### src/pkg/ccst_defines.vh
// control channel session timer: register fields, codes and state encodings
// assumes inclusion by bare name from the rtl files
`ifndef CCST_DEFINES_VH
`define CCST_DEFINES_VH

// ------------------------------------------------------------
// register selects
// ------------------------------------------------------------
`define CCST_SEL_START 2'h0
`define CCST_SEL_END 2'h1
`define CCST_SEL_MODE 2'h2
`define CCST_SEL_CMBK 2'h3

// ------------------------------------------------------------
// reset values
// ------------------------------------------------------------
`define CCST_START_RST 8'ha0
`define CCST_END_RST 8'ha0
`define CCST_MODE_RST 8'h80
`define CCST_CMBK_RST 3'h0

// ------------------------------------------------------------
// field positions
// ------------------------------------------------------------
`define CCST_MODE_IFSEL 7
`define CCST_MODE_PEN 6
`define CCST_MODE_EDGE 0

// ------------------------------------------------------------
// prescaler code and come-back step
// ------------------------------------------------------------
`define CCST_DIV_MIN_CODE 4'h4
`define CCST_DIV_MIN_LOG 5'h04
`define CCST_CMBK_STEP_LOG 4

// ------------------------------------------------------------
// session states
// ------------------------------------------------------------
`define CCST_ST_VIDEO 2'h0
`define CCST_ST_START 2'h1
`define CCST_ST_END 2'h2

// ------------------------------------------------------------
// forwarding modes
// ------------------------------------------------------------
`define CCST_FWD_OFF 2'h0
`define CCST_FWD_I2C 2'h1
`define CCST_FWD_RAW 2'h2

`endif

### src/rtl/ccst_session_timer.v
// control channel session timer: session open/close, start and end timeouts,
// mode selection, come-back timer and forwarding buffer
// assumes frame sync and host activity pins are asynchronous to clk_sys,
// and that frames decoded by the link logic arrive as clk_sys pulses
//
// Contract
// - by default the session opens on the falling frame-sync edge.
// - active frame-sync edge is programmable per device, independently.
// - base mode forwards host packets to the peripheral as i2c.
// - base mode returns peripheral i2c answers toward the host; this block has no such return path, it only forwards host to peripheral.
// - peripheral enable at zero blocks all peripheral traffic.
// - after reset the block is in base mode.
// - interface mode one is i2c base, zero is raw bypass.
// - bypass ends only on come-back expiry, clearing peripheral enable.
// - start prescaler divides pixel clock 16 up to 32768 by code.
// - start counter advances per prescaled tick, expires at limit plus one.
// - host must talk before start expiry, else the session closes.
// - after reset start timeout is 1024 cycles.
// - host activity stops the start timer and starts the end timer.
// - end timer same encoding, reset by activity, expiry closes session.
// - sync then close frame closes the session, base mode only; the code also honours it in raw mode while peripheral enable is zero.
// - come-back counts bit times, zero locks out, else 16 per step.
`include "ccst_defines.vh"

module ccst_session_timer (
  input wire clk_sys,
  input wire resetn,
  input wire frame_sync,
  input wire host_activity,
  input wire sync_frame,
  input wire close_frame,
  input wire uart_bit_tick,
  input wire [1:0] reg_sel,
  input wire reg_wr,
  input wire [7:0] reg_wdata,
  output reg [7:0] reg_rdata,
  input wire [7:0] host_data,
  input wire host_data_valid,
  output reg host_data_ready,
  output reg [7:0] periph_data,
  output reg periph_valid,
  input wire periph_ready,
  output reg [1:0] fwd_mode,
  output reg channel_open_flag,
  output reg bypass_active
);

  // ------------------------------------------------------------
  // input synchronisers
  // ------------------------------------------------------------
  reg [1:0] fs_sync_q;
  reg [1:0] act_sync_q;
  reg fs_prev_q;
  reg act_prev_q;

  always @(posedge clk_sys or negedge resetn)
  begin
    if (!resetn)
    begin
      fs_sync_q <= 2'h3;
      act_sync_q <= 2'h0;
      fs_prev_q <= 1'b1;
      act_prev_q <= 1'b0;
    end
    else
    begin
      fs_sync_q <= {fs_sync_q[0], frame_sync};
      act_sync_q <= {act_sync_q[0], host_activity};
      fs_prev_q <= fs_sync_q[1];
      act_prev_q <= act_sync_q[1];
    end
  end

  // ------------------------------------------------------------
  // configuration registers
  // ------------------------------------------------------------
  reg [7:0] start_timeout_config_q;
  reg [7:0] end_timeout_config_q;
  reg [7:0] link_mode_q;
  reg [2:0] come_back_timeout_q;
  wire pen;
  wire ifsel;
  wire edge_rise;
  wire fs_edge;
  wire activity;

  assign pen = link_mode_q[`CCST_MODE_PEN];
  assign ifsel = link_mode_q[`CCST_MODE_IFSEL];
  assign edge_rise = link_mode_q[`CCST_MODE_EDGE];
  // active edge select, falling by default
  assign fs_edge = edge_rise ? (fs_sync_q[1] && !fs_prev_q)
                             : (!fs_sync_q[1] && fs_prev_q);
  assign activity = act_sync_q[1] && !act_prev_q;

  reg [1:0] state_q;
  reg [14:0] pre_q;
  reg [4:0] cnt_q;
  reg [14:0] pre_lim_q;
  reg [4:0] cnt_lim_q;
  reg [7:0] cmbk_cnt_q;
  wire cmbk_expire;

  // bypass is left only when come-back expires
  assign cmbk_expire = bypass_active && (come_back_timeout_q != `CCST_CMBK_RST)
    && uart_bit_tick
    && (cmbk_cnt_q == {come_back_timeout_q, 4'h0} - 8'h01) && !activity;

  always @(posedge clk_sys or negedge resetn)
  begin
    if (!resetn)
    begin
      start_timeout_config_q <= `CCST_START_RST;
      end_timeout_config_q <= `CCST_END_RST;
      link_mode_q <= `CCST_MODE_RST;
      come_back_timeout_q <= `CCST_CMBK_RST;
    end
    else
    begin
      // in bypass the device registers ignore writes
      if (reg_wr && !bypass_active)
      begin
        if (reg_sel == `CCST_SEL_START)
          start_timeout_config_q <= reg_wdata;
        else if (reg_sel == `CCST_SEL_END)
          end_timeout_config_q <= reg_wdata;
        else if (reg_sel == `CCST_SEL_MODE)
          link_mode_q <= reg_wdata;
        else
          come_back_timeout_q <= reg_wdata[2:0];
      end
      if (cmbk_expire)
        link_mode_q[`CCST_MODE_PEN] <= 1'b0;
    end
  end

  // ------------------------------------------------------------
  // readback
  // ------------------------------------------------------------
  always @(posedge clk_sys or negedge resetn)
  begin
    if (!resetn)
      reg_rdata <= 8'h00;
    else if (reg_sel == `CCST_SEL_START)
      reg_rdata <= start_timeout_config_q;
    else if (reg_sel == `CCST_SEL_END)
      reg_rdata <= end_timeout_config_q;
    else if (reg_sel == `CCST_SEL_MODE)
      reg_rdata <= link_mode_q;
    else
      reg_rdata <= {channel_open_flag, bypass_active, state_q, 1'b0, come_back_timeout_q};
  end

  // ------------------------------------------------------------
  // divide ratio decode: codes below 4 act as 4
  // ------------------------------------------------------------
  function [14:0] div_last;
    input [3:0] code;
    reg [3:0] c;
    begin
      c = (code < `CCST_DIV_MIN_CODE) ? `CCST_DIV_MIN_CODE : code;
      div_last = (15'h0001 << (c - `CCST_DIV_MIN_CODE + `CCST_DIV_MIN_LOG)) - 15'h0001;
    end
  endfunction

  // ------------------------------------------------------------
  // session state machine
  // ------------------------------------------------------------
  wire tick;
  wire expire;
  reg sync_seen_q;

  assign tick = (pre_q == pre_lim_q);
  assign expire = tick && (cnt_q + 5'h01 == cnt_lim_q);

  always @(posedge clk_sys or negedge resetn)
  begin
    if (!resetn)
    begin
      state_q <= `CCST_ST_VIDEO;
      pre_q <= 15'h0000;
      cnt_q <= 5'h00;
      pre_lim_q <= 15'h0000;
      cnt_lim_q <= 5'h00;
      sync_seen_q <= 1'b0;
      channel_open_flag <= 1'b0;
    end
    else
    begin
      case (state_q)
        `CCST_ST_VIDEO:
        begin
          pre_q <= 15'h0000;
          cnt_q <= 5'h00;
          sync_seen_q <= 1'b0;
          if (fs_edge)
          begin
            state_q <= `CCST_ST_START;
            channel_open_flag <= 1'b1;
            // start limits latched at session open
            pre_lim_q <= div_last(start_timeout_config_q[7:4]);
            cnt_lim_q <= {1'b0, start_timeout_config_q[3:0]} + 5'h01;
          end
        end
        `CCST_ST_START:
        begin
          if (activity)
          begin
            state_q <= `CCST_ST_END;
            pre_q <= 15'h0000;
            cnt_q <= 5'h00;
            pre_lim_q <= div_last(end_timeout_config_q[7:4]);
            cnt_lim_q <= {1'b0, end_timeout_config_q[3:0]} + 5'h01;
          end
          else if (expire)
          begin
            state_q <= `CCST_ST_VIDEO;
            channel_open_flag <= 1'b0;
          end
          else
          begin
            pre_q <= tick ? 15'h0000 : pre_q + 15'h0001;
            cnt_q <= tick ? cnt_q + 5'h01 : cnt_q;
          end
        end
        `CCST_ST_END:
        begin
          if (sync_frame)
            sync_seen_q <= 1'b1;
          if (close_frame && sync_seen_q && !bypass_active)
          begin
            state_q <= `CCST_ST_VIDEO;
            channel_open_flag <= 1'b0;
          end
          else if (activity)
          begin
            pre_q <= 15'h0000;
            cnt_q <= 5'h00;
          end
          else if (expire)
          begin
            state_q <= `CCST_ST_VIDEO;
            channel_open_flag <= 1'b0;
          end
          else
          begin
            pre_q <= tick ? 15'h0000 : pre_q + 15'h0001;
            cnt_q <= tick ? cnt_q + 5'h01 : cnt_q;
          end
        end
        default:
        begin
          state_q <= `CCST_ST_VIDEO;
          channel_open_flag <= 1'b0;
        end
      endcase
    end
  end

  // ------------------------------------------------------------
  // come-back timer and mode outputs
  // ------------------------------------------------------------
  always @(posedge clk_sys or negedge resetn)
  begin
    if (!resetn)
    begin
      cmbk_cnt_q <= 8'h00;
      bypass_active <= 1'b0;
      fwd_mode <= `CCST_FWD_I2C;
    end
    else
    begin
      if (!bypass_active || activity)
        cmbk_cnt_q <= 8'h00;
      else if (uart_bit_tick)
        cmbk_cnt_q <= cmbk_cnt_q + 8'h01;
      // lockout code keeps bypass indefinitely
      bypass_active <= pen && !ifsel && !cmbk_expire;
      if (!pen || cmbk_expire)
        fwd_mode <= `CCST_FWD_OFF;
      else if (ifsel)
        fwd_mode <= `CCST_FWD_I2C;
      else
        fwd_mode <= `CCST_FWD_RAW;
    end
  end

  // ------------------------------------------------------------
  // forwarding path toward the peripheral bridge
  // ------------------------------------------------------------
  wire fwd_en;
  wire buf_in_ready;
  wire [7:0] buf_data;
  wire buf_valid;
  wire buf_pop;

  assign fwd_en = channel_open_flag && (fwd_mode != `CCST_FWD_OFF);
  assign buf_pop = !periph_valid || periph_ready;

  ccst_buf2 #(
    .W(8)
  ) u_buf (
    .clk_sys(clk_sys),
    .resetn(resetn),
    .flush(!fwd_en),
    .in_data(host_data),
    .in_valid(host_data_valid && host_data_ready && fwd_en),
    .in_ready(buf_in_ready),
    .out_data(buf_data),
    .out_valid(buf_valid),
    .out_ready(buf_pop && fwd_en)
  );

  always @(posedge clk_sys or negedge resetn)
  begin
    if (!resetn)
    begin
      periph_data <= 8'h00;
      periph_valid <= 1'b0;
      host_data_ready <= 1'b0;
    end
    else
    begin
      // ready only from an empty buffer: a stale ready never overfills it
      host_data_ready <= buf_in_ready && !buf_valid && fwd_en;
      if (!fwd_en)
        periph_valid <= 1'b0;
      else if (buf_pop)
      begin
        periph_valid <= buf_valid;
        periph_data <= buf_data;
      end
    end
  end

endmodule // ccst_session_timer

### src/rtl/ccst_buf2.v
// two-entry valid/ready buffer for forwarded words
// assumes both sides on clk_sys
`include "ccst_defines.vh"

module ccst_buf2 #(
  parameter W = 8
) (
  input wire clk_sys,
  input wire resetn,
  input wire flush,
  input wire [W-1:0] in_data,
  input wire in_valid,
  output wire in_ready,
  output wire [W-1:0] out_data,
  output wire out_valid,
  input wire out_ready
);

  reg [W-1:0] mem_q [0:1];
  reg rd_q;
  reg wr_q;
  reg [1:0] cnt_q;
  wire push;
  wire pop;

  assign in_ready = (cnt_q != 2'h2);
  assign out_valid = (cnt_q != 2'h0);
  assign out_data = mem_q[rd_q];
  assign push = in_valid && in_ready;
  assign pop = out_valid && out_ready;

  always @(posedge clk_sys or negedge resetn)
  begin
    if (!resetn)
    begin
      rd_q <= 1'b0;
      wr_q <= 1'b0;
      cnt_q <= 2'h0;
      mem_q[0] <= {W{1'b0}};
      mem_q[1] <= {W{1'b0}};
    end
    else if (flush)
    begin
      rd_q <= 1'b0;
      wr_q <= 1'b0;
      cnt_q <= 2'h0;
    end
    else
    begin
      if (push)
      begin
        mem_q[wr_q] <= in_data;
        wr_q <= ~wr_q;
      end
      if (pop)
        rd_q <= ~rd_q;
      if (push && !pop)
        cnt_q <= cnt_q + 2'h1;
      else if (pop && !push)
        cnt_q <= cnt_q - 2'h1;
    end
  end

endmodule // ccst_buf2

### config.mk
export PLATFORM = sky130hd
export DESIGN_NAME = ccst_session_timer
export DESIGN_NICKNAME = d
export VERILOG_FILES = /design/src/rtl/ccst_session_timer.v /design/src/rtl/ccst_buf2.v
export VERILOG_INCLUDE_DIRS = /design/src /design/src/pkg
export SDC_FILE = /design/constraint.sdc
export NUM_CORES = 1
export LEC_CHECK = 0
export BUFFER_PORTS_ARGS = -buffer_cell sky130_fd_sc_hd__buf_2
export CAP_MARGIN = 20
export CORE_MARGIN = 2
export CORE_UTILIZATION = 55
export CTS_BUF_LIST = sky130_fd_sc_hd__clkbuf_4 sky130_fd_sc_hd__clkbuf_8 sky130_fd_sc_hd__clkbuf_16
export CTS_CLUSTER_SIZE = 25
export DETAILED_ROUTE_END_ITERATION = 12
export GPL_TIMING_DRIVEN = 1
export PLACE_DENSITY = 0.74
export SLEW_MARGIN = 20
export SYNTH_ARGS = -nofsm -noshare
export SYNTH_HDL_FRONTEND = slang
export SYNTH_HIERARCHICAL = 1
export SYNTH_SLANG_ARGS = --single-unit
### constraint.sdc
create_clock -name clk_sys -period 2.6 [get_ports clk_sys]
set_input_delay 0.52 -clock clk_sys [delete_from_list [all_inputs] [get_ports clk_sys]]
set_output_delay 0.52 -clock clk_sys [all_outputs]
set_load 0.01 [all_outputs]
## Word level (Yosys, flattened, before mapping)

Index checks and enable logic that the tools add are counted.

- Muxes and demuxes: 59
- Equality and inequality tests: 19
- Bitwise operators: 7
- Add/subtract/negate cells: 14
- Shift-type cells: 2
- Reduce and logical (&&, ||, !) cells: 61
- Magnitude comparators: 5

Operators by type and width:

| cell | count |
|---|---|
| 2-to-1 mux 15 bit | 6 |
| 2-to-1 mux 8 bit | 9 |
| case mux 15 bit (3 select lines) | 1 |
| 2-to-1 mux 5 bit | 6 |
| case mux 15 bit (2 select lines) | 1 |
| << shifter 1 x 5 -> 15 bit, first input constant | 2 |
| subtractor 15 x 1 -> 15 bit, second input constant | 2 |
| 2-to-1 mux 7 bit | 4 |
| logical AND 1 bit | 24 |
| 2-to-1 mux 2 bit | 10 |
| bitwise mux 16 bit | 1 |
| adder 15 x 1 -> 15 bit, second input constant | 1 |
| equality test 15 bit | 1 |
| case mux 5 bit (3 select lines) | 1 |
| inequality test 2 bit, second input constant | 7 |
| nonzero test 2 bit | 7 |
| 2-to-1 mux 1 bit | 13 |
| logical NOT 1 bit | 12 |
| AND reduction 2 bit | 6 |
| AND reduction 4 bit | 3 |
| adder 4 x 1 -> 5 bit, second input constant | 2 |
| adder 5 x 3 -> 5 bit, second input constant | 2 |
| case mux 5 bit (2 select lines) | 1 |
| subtractor 4 x 3 -> 5 bit, second input constant | 2 |
| 26 further kinds | 43 |

- Logic and storage cells: 195
- Bits in registers: 126

## Longest topological paths before layout

Gate-level depths: netlist of the first run.

- Depth after elaboration: 9
- Mapped depth: 9
- Mapped depth without buffers: 8

## Cells and area by module

The synthesis of the first run kept the hierarchy.

Modules (own cells, without submodules):

| module | area an instance (um^2) | times used | cells an instance |
|---|---|---|---|
| ccst_session_timer | 5,290.1 | 1 | 510 |
| ccst_buf2 | 928.4 | 1 | 66 |

## Worst setup path before layout of the first run

No wires, ideal clock.

- Path kind: reg-to-reg
- Start: register state_q[0]
- End: register pre_q[13]
- Cell stages (with the launch flop): 10
- Setup time: 0.073 ns
- Arrival time: 2.193 ns
- Setup slack: 0.334 ns
- Period minus slack after synthesis: 2.266 ns
- Data required time: 2.527 ns
- Cell sequence: dfrtp_1 > inv_1 > ha_1 > inv_1 > o31ai_1 > or3_1 > buf_2 > or2_4 > or4_4 > a21oi_2

- Longest elaborated chain between the ends: 3

RTL lines:

| element | RTL line | RTL |
|---|---|---|
| start: declaration | ccst_session_timer.v:95 | `reg [1:0] state_q;` |
| start signal: assignment | ccst_session_timer.v:179 | `` state_q <= `CCST_ST_VIDEO; `` |
| start signal: assignment | ccst_session_timer.v:197 | `` state_q <= `CCST_ST_START; `` |
| start signal: assignment | ccst_session_timer.v:208 | `` state_q <= `CCST_ST_END; `` |
| equality test 2 bit, or another cell as far along | ccst_session_timer.v:189 | `case (state_q)` |
| inequality test 2 bit (no line) or nonzero test 3 bit (tied branches) | -- |  |
| AND reduction 2 bit (no line) | -- |  |
| end signal: assignment | ccst_session_timer.v:221 | `pre_q <= tick ? 15'h0000 : pre_q + 15'h0001;` |
| end signal: assignment | ccst_session_timer.v:246 | `pre_q <= tick ? 15'h0000 : pre_q + 15'h0001;` |
| end: declaration | ccst_session_timer.v:96 | `reg [14:0] pre_q;` |

Parallel ways exist; a longest one is shown, timed or not.
A chain may end at the register's enable or synchronous reset.

==> results of run 1 <==
## worst max-delay path, stage by stage (launching register included)
cell and delay (ns):
dfrtp_1 0.43, ha_1 0.34, xor2_1 0.15, a211oi_1 0.06, o211a_1 0.17, a41o_1 0.38
or4_2 0.66, a21oi_1 0.16
## through the flow
step                      cell area (um2)  hold WS, ns  utilization [%]  instances  total power [mW]
after floorplan                      6220        0.224                -        577              4.53
after global placement               6710        0.347             61.3        763              5.13
after detailed placement             6710        0.347             61.3        763              5.24
after CTS                            7300       0.0844             66.8        795              7.62
after global routing                 7300        0.111             66.8        795              8.05
final                                7300       0.0831             66.8        795              7.57
## how the worst max path moves through the flow
stage	slack [ns]	cells after the start	end
2_1_floorplan	0.33	9	pre_q[13]
3_3_place_gp	0.26	7	pre_q[9]
3_5_place_dp	0.18	7	pre_q[9]
4_1_cts	0.16	7	pre_q[9]
5_1_grt	0.03	7	pre_q[9]
6_report	0.17	7	pre_q[9]
## where the power goes
part | switching (mW) | internal, mW | total [mW]
registers | 0.373 | 2.44 | 2.81
clock network | 0.798 | 1.54 | 2.34
logic | 1.35 | 1.07 | 2.42
total | 2.52 | 5.06 | 7.57
## cell usage after synthesis (3+ instances only)
| library cell | n | area [um2] |
|---|---|---|
| dfrtp_1 | 117 | 2930 |
| nand2_1 | 61 | 229 |
| mux2_2 | 59 | 664 |
| o21ai_0 | 40 | 200 |
| nor2_1 | 33 | 124 |
| a21oi_1 | 30 | 150 |
| xnor2_1 | 26 | 228 |
| inv_1 | 19 | 71.3 |
| clkbuf_1 | 14 | 52.6 |
| ha_1 | 14 | 175 |
| mux2i_1 | 14 | 140 |
| nand3_1 | 11 | 55.1 |
| xor2_1 | 10 | 87.6 |
| dfstp_2 | 9 | 236 |
| o31ai_1 | 9 | 67.6 |
| or4_1 | 9 | 67.6 |
| a21o_1 | 7 | 52.6 |
| nand2b_1 | 7 | 43.8 |
| nand4_1 | 6 | 37.5 |
| nor3_1 | 6 | 30.0 |
| nor2b_1 | 5 | 31.3 |
| or3_1 | 5 | 31.3 |
| buf_2 | 4 | 20.0 |
| nor3b_1 | 4 | 30.0 |
| a211oi_1 | 3 | 22.5 |
| a22o_1 | 3 | 26.3 |
| a22oi_1 | 3 | 22.5 |
| and2_1 | 3 | 18.8 |
| and3_1 | 3 | 18.8 |
| o211ai_1 | 3 | 22.5 |
## final cells by class
class                   instances  area [um2]
clock buffers                  25         510
clock inverters                 7        85.1
well taps                     140         175
flip-flops and latches        126        3160
repair buffers                 66         388
multi-input cells             411        2900
inverters                      20        75.1
fillers                       864        3630
## layer usage
metal | wire, um | GRT usage (%) | vias to the layer above | share of wire, %
li1 | - | - | 2176 | -
met2 | 6640 | 38.7 | 87 | 51
met4 | 200 | 9.73 | 0 | 1.5
met1 | 5730 | 29.9 | 2230 | 44
met5 | 0 | 0 | - | 0
met3 | 426 | 5.76 | 14 | 3.3
## kinds of logic after synthesis
| family | Yosys count | share of synthesized area, % |
|---|---|---|
| muxes | 73 | 12.9 |
| AOI/OAI and AO/OA | 116 | 11.4 |
| buffers and inverters | 40 | 2.54 |
| other | 1 | 0.0603 |
| and+or+nand+nor | 170 | 14.3 |
| DFF | 126 | 50.9 |
| xor gates and xnor gates | 36 | 5.07 |
| adders and majority gates | 14 | 2.82 |
## flip-flops by register name (all words and copies together), names as in the netlist, 2 cells and up
| signal | count |
|---|---|
| fwd_mode | 2 |
| u_buf/cnt_q | 2 |
| pre_lim_q | 15 |
| periph_data | 8 |
| link_mode_q | 8 |
| cnt_lim_q | 5 |
| reg_rdata | 8 |
| u_buf/mem_q | 16 |
| cnt_q | 5 |
| start_timeout_config_q | 8 |
| cmbk_cnt_q | 8 |
| end_timeout_config_q | 8 |
| pre_q | 15 |
| fs_sync_q | 2 |
| act_sync_q | 2 |
| come_back_timeout_q | 3 |
| state_q | 2 |
==> impl_metrics.py, run 1 <==
metrics = {
    "layout": {
        "final_common_cell": "dfrtp_1",
        "final_cell_mix": "dfrtp_1, nand2_1, mux2_2",
        "layout-drive-gt1-share_pct": 28.1,
        "final_nets": 684,
        "area_growth_pct": 17.4,
        "n_antenna_cell": 0,
    },
    "place": {
        "gp_congestion": 0.873,
        "place_ws_ns": 0.182,
        "dp_hpwl_um": 9340,
        "portBuffers": 49,
    },
    "timing": {
        "worst_pin_slew_ns": 0.572,
        "max_freq_ghz": 0.412,
        "rsz0062_at_grt": "false",
        "finalSetupViolCount": 0,
        "finalMaxSlewViolations": 0,
        "post-route-period-util_pct": 93.4,
        "setup_ws_ns": 0.173,
        "skew_ns": 0.0101,
        "final.min_clock_period_ns": 2.43,
        "hold_viol": 0,
        "final.setup.tns_ns": 0,
        "max_slew_margin_pct": 61.8,
    },
    "cts": {
        "post_cts_buffers": 0,
        "root_buffer": "clkbuf_16",
        "clk_latency_ns": 0.42,
        "ctsLongestPathBuffers": 2,
        "tritoncts": "done",
        "cts.clk_slew.worst_paths_ns": 0.05,
        "cts_made_buffers": 17,
        "ctsHoldBuffers": 0,
        "cts_sinks": 126,
        "cts.htree.levels": 4,
        "cts_resized": 0,
    },
    "global_route": {
        "antenna_found_initial": 0,
        "grt_max_degree": 60,
        "grt_overflow": 0,
        "track_usage_pct": 23.5,
        "grt_pass1_wl_um": 21700,
        "grt_pass1_vias": 4599,
    },
    "run": {
        "drv_cap": 0,
    },
    "routing": {
        "drc": 0,
        "avgRoutedWirePerCell_um": 16.3,
        "ant_nets": 0,
        "drtIter0Drc": 215,
        "dr.pass1.iters": 4,
        "vias_per_cell": 5.67,
        "vias": 4507,
        "wirelength_um": 13000,
    },
    "setup_path": {
        "cp.arrival_ns": 2.76,
        "cp-startpoint": "cnt_q[0]",
        "worstReg2RegEnd": "pre_q[9]",
        "cp-start-kind": "register",
        "worst_setup_path_end_kind": "register",
        "required_ns": 2.94,
        "cp_max_fo": 17,
        "r2r_cells": 7,
        "reg2reg_slack_ns": 0.17,
        "r2r_start": "cnt_q[0]",
        "critPathKind": "register to register",
    },
    "logic_synthesis": {
        "syn_inst": 576,
        "synthArstFlopShare_pct": 100,
        "synth.distinct_cells": 59,
        "synth-seq-cells": 126,
        "synth_warnings": 6,
        "synth-seq-area-share_pct": 50.9,
        "synth_edf_count": 0,
        "yosys_most_used_dff": "dfrtp_1",
        "netlist_area_mm2": 0.00622,
        "syn_avg_cell_area_um2": 10.8,
    },
    "floorplan": {
        "fp.dieW_um": 110,
        "num_rows": 38,
        "core-area_mm2": 0.0109,
        "die-area_mm2": 0.0122,
        "pin_count": 50,
        "die_y_um": 110,
        "initial_core_util_pct": 56.9,
    },
    "power_and_ir_drop": {
        "p_leak_nw": 3.36,
        "peakVddDrop_mv": 0.620,
        "powerDensity_mw_per_mm2": 1040,
    },
    "min_path": {
        "hp-class": "input pin to asynchronous set/reset pin",
    },
    "outcome": {
        "status": "finished clean",
    },
}
No activity file was read; power rests on OpenSTA's default activity.
==> run 2, diff against run 1 <==
--- a/config.mk
+++ b/config.mk
@@ -8,13 +8,15 @@
 export LEC_CHECK = 0
 export BUFFER_PORTS_ARGS = -buffer_cell sky130_fd_sc_hd__buf_2
 export CAP_MARGIN = 20
-export CORE_MARGIN = 2
-export CORE_UTILIZATION = 55
+export CELL_PAD_IN_SITES_DETAIL_PLACEMENT = 1
+export CELL_PAD_IN_SITES_GLOBAL_PLACEMENT = 1
+export CORE_MARGIN = 1.5
+export CORE_UTILIZATION = 48
 export CTS_BUF_LIST = sky130_fd_sc_hd__clkbuf_4 sky130_fd_sc_hd__clkbuf_8 sky130_fd_sc_hd__clkbuf_16
 export CTS_CLUSTER_SIZE = 25
 export DETAILED_ROUTE_END_ITERATION = 12
 export GPL_TIMING_DRIVEN = 1
-export PLACE_DENSITY = 0.74
+export PLACE_DENSITY_LB_ADDON = 0.1
 export SLEW_MARGIN = 20
 export SYNTH_ARGS = -nofsm -noshare
 export SYNTH_HDL_FRONTEND = slang
==> run 2 against run 1 <==
  * Worst setup slack worse by 0.032 ns
  * Maximum frequency is 1.3% lower
  * Clock skew is 0.0024 ns lower
  * Sequential power hardly changed
  * Critical path depth stayed put
  * Hold slack better by 0.021 ns
  * Wire length is 21% higher
  * Clock power is 12% higher
  * Via count is 2.9% higher
==> impl_metrics.py, run 2 (synthesis results as in run 1) <==
metrics = {
    "outcome": {
        "status": "finished clean",
    },
    "setup_path": {
        "slowest_stage": "or4_2",
        "cp_max_fo": 17,
        "critPathKind": "register to register",
        "cp-start-kind": "register",
        "reg2reg_slack_ns": 0.14,
        "worst_setup_path_end_kind": "register",
        "cp.arrival_ns": 2.80,
        "cp_cell_sequence": "ha_1 -> xor2_1 -> a211oi_1 -> o211a_1 -> a41o_2 -> or4_2 -> a21oi_1",
        "required_ns": 2.94,
        "max_stage_delay_ns": 0.65,
    },
    "floorplan": {
        "fp.dieW_um": 117,
        "die_y_um": 117,
        "die-area_mm2": 0.0136,
        "core-area_mm2": 0.0126,
        "num_rows": 41,
        "initial_core_util_pct": 49.3,
        "pin_count": 50,
    },
    "layout": {
        "area_growth_pct": 19.2,
        "regMostFlops": "u_buf/mem_q",
        "layout-drive-gt1-share_pct": 28.2,
        "layout.cells.non_filler": 827,
        "final_nets": 684,
        "design_area_mm2": 0.00741,
        "n_antenna_cell": 0,
        "top_regs": "u_buf/mem_q x16, pre_lim_q x15, pre_q x15",
        "largest_reg_flops": 16,
        "final_util_pct": 58.7,
        "final_cell_mix": "dfrtp_1, nand2_1, mux2_2",
        "final_common_cell": "dfrtp_1",
    },
    "power_and_ir_drop": {
        "p_sw_share_pct": 34.6,
        "total_power_mw": 8.02,
        "powerDensity_mw_per_mm2": 1080,
        "p_leak_nw": 3.36,
        "pwr-share-comb_pct": 32.0,
        "peakVddDrop_mv": 0.680,
        "intPower_mw": 5.25,
        "seqPwrFrac_pct": 35.4,
        "switchingPower_mw": 2.77,
        "clkPwrFrac_pct": 32.5,
    },
    "global_route": {
        "grt_overflow": 0,
        "track_usage_pct": 25.6,
        "grt_max_degree": 45,
        "antenna_found_initial": 0,
        "grt_pass1_wl_um": 26000,
        "grt_pass1_vias": 5140,
    },
    "routing": {
        "wirelength_um": 15700,
        "drc": 0,
        "dr.pass1.iters": 5,
        "vias": 4636,
        "avgRoutedWirePerCell_um": 19.0,
        "ant_nets": 0,
        "drtIter0Drc": 184,
        "vias_per_cell": 5.61,
    },
    "cts": {
        "cts.clk_slew.worst_paths_ns": 0.06,
        "cts.htree.levels": 4,
        "cts_sinks": 126,
        "tritoncts": "done",
        "post_cts_buffers": 0,
        "clk_latency_ns": 0.42,
        "ctsLongestPathBuffers": 2,
        "root_buffer": "clkbuf_16",
        "cts_made_buffers": 17,
    },
    "place": {
        "dp.cells": 795,
        "dpl_cell_area_mm2": 0.00676,
        "portBuffers": 49,
        "gp_congestion": 0.889,
        "dp_hpwl_um": 10900,
    },
    "run": {
        "drv_cap": 0,
    },
    "timing": {
        "rsz0062_at_grt": "false",
        "hold_viol": 0,
        "finalMaxSlewViolations": 0,
        "max_freq_ghz": 0.407,
        "final.min_clock_period_ns": 2.46,
        "finalSetupViolCount": 0,
        "max_slew_margin_pct": 43.4,
        "worst_pin_slew_ns": 0.849,
        "post-route-period-util_pct": 94.6,
        "skew_ns": 0.00770,
        "final.setup.tns_ns": 0,
    },
    "min_path": {
        "hp-class": "input pin to asynchronous set/reset pin",
    },
}
[run 2: cell count changes in the layout (fill, tap and decap cells not counted)]
cell        before  now
buf_4           17   16
clkbuf_4         4    1
clkbuf_8         4    0
bufinv_16        2    5
a41o_2           0    1
clkinv_2         5    2
clkinvlp_4       0    3
clkinv_4         0    3
buf_12           1    2
inv_6            0    1
a41o_1           1    0
[run 2: layer usage]
metal / vias up / share of wire [%] / track usage, %
li1: 2169 / - / -
met4: 0 / 2.4 / 9.72
met2: 69 / 54 / 46.3
met5: - / 0 / 0
met3: 27 / 2.7 / 6.02
met1: 2371 / 41 / 29.4
[run 2: timing repair]
action,CTS,global route
hold buffers,0,0
endpoints found under the setup margin,0,1
gates resized for setup,0,1
[run 2: final timing paths]
| kind | start | end | cells after the start |
|---|---|---|---|
| max in group asynchronous | resetn | start_timeout_config_q[5] | 2 |
| worst min-delay path | resetn | periph_data[3] | 1 |
| worst min register to register | act_sync_q[0] | act_sync_q[1] | 0 |
| min in group clk_sys | frame_sync | fs_sync_q[0] | 1 |
| worst max register to register | cnt_q[0] | pre_q[9] | 7 |
| worst max-delay path | cnt_q[0] | pre_q[9] | 7 |
[run 2: stage by stage]
stage	hold slack [ns]	setup WS (ns)
floorplan	0.224	0.334
global placement	0.336	0.233
detailed placement	0.339	0.0851
CTS	0.124	0.0702
global route	0.141	0.0108
finish	0.104	0.140
[run 2: power by group through the flow]
stage               Sequential (mW)  Combinational, mW  Clock [mW]
CTS                            2.84               2.59        2.65
global route                   2.90               2.87        2.74
floorplan                      2.77               1.76           0
global placement               2.83               2.41           0
detailed placement             2.86               2.51           0
finish                         2.84               2.57        2.61
[run 2: worst max-delay path: cells and delay by family, from the launching register on]
family / cells / cell delay, ns
adder cells (fa/ha/maj): 1 / 0.34
AO/OA/AOI/OAI: 4 / 0.79
AND/OR/NAND/NOR: 1 / 0.65
XOR/XNOR: 1 / 0.15
flip-flops: 1 / 0.44
[run 2: final cells by class]
| class | count | area [um2] |
|---|---|---|
| Clock buffer | 18 | 433 |
| Clock inverter | 14 | 218 |
| Fill cell | 1380 | 5210 |
| Inverter | 20 | 75.1 |
| Multi-Input combinational cell | 411 | 2910 |
| Sequential cell | 126 | 3160 |
| Tap cell | 172 | 215 |
| Timing Repair Buffer | 66 | 400 |
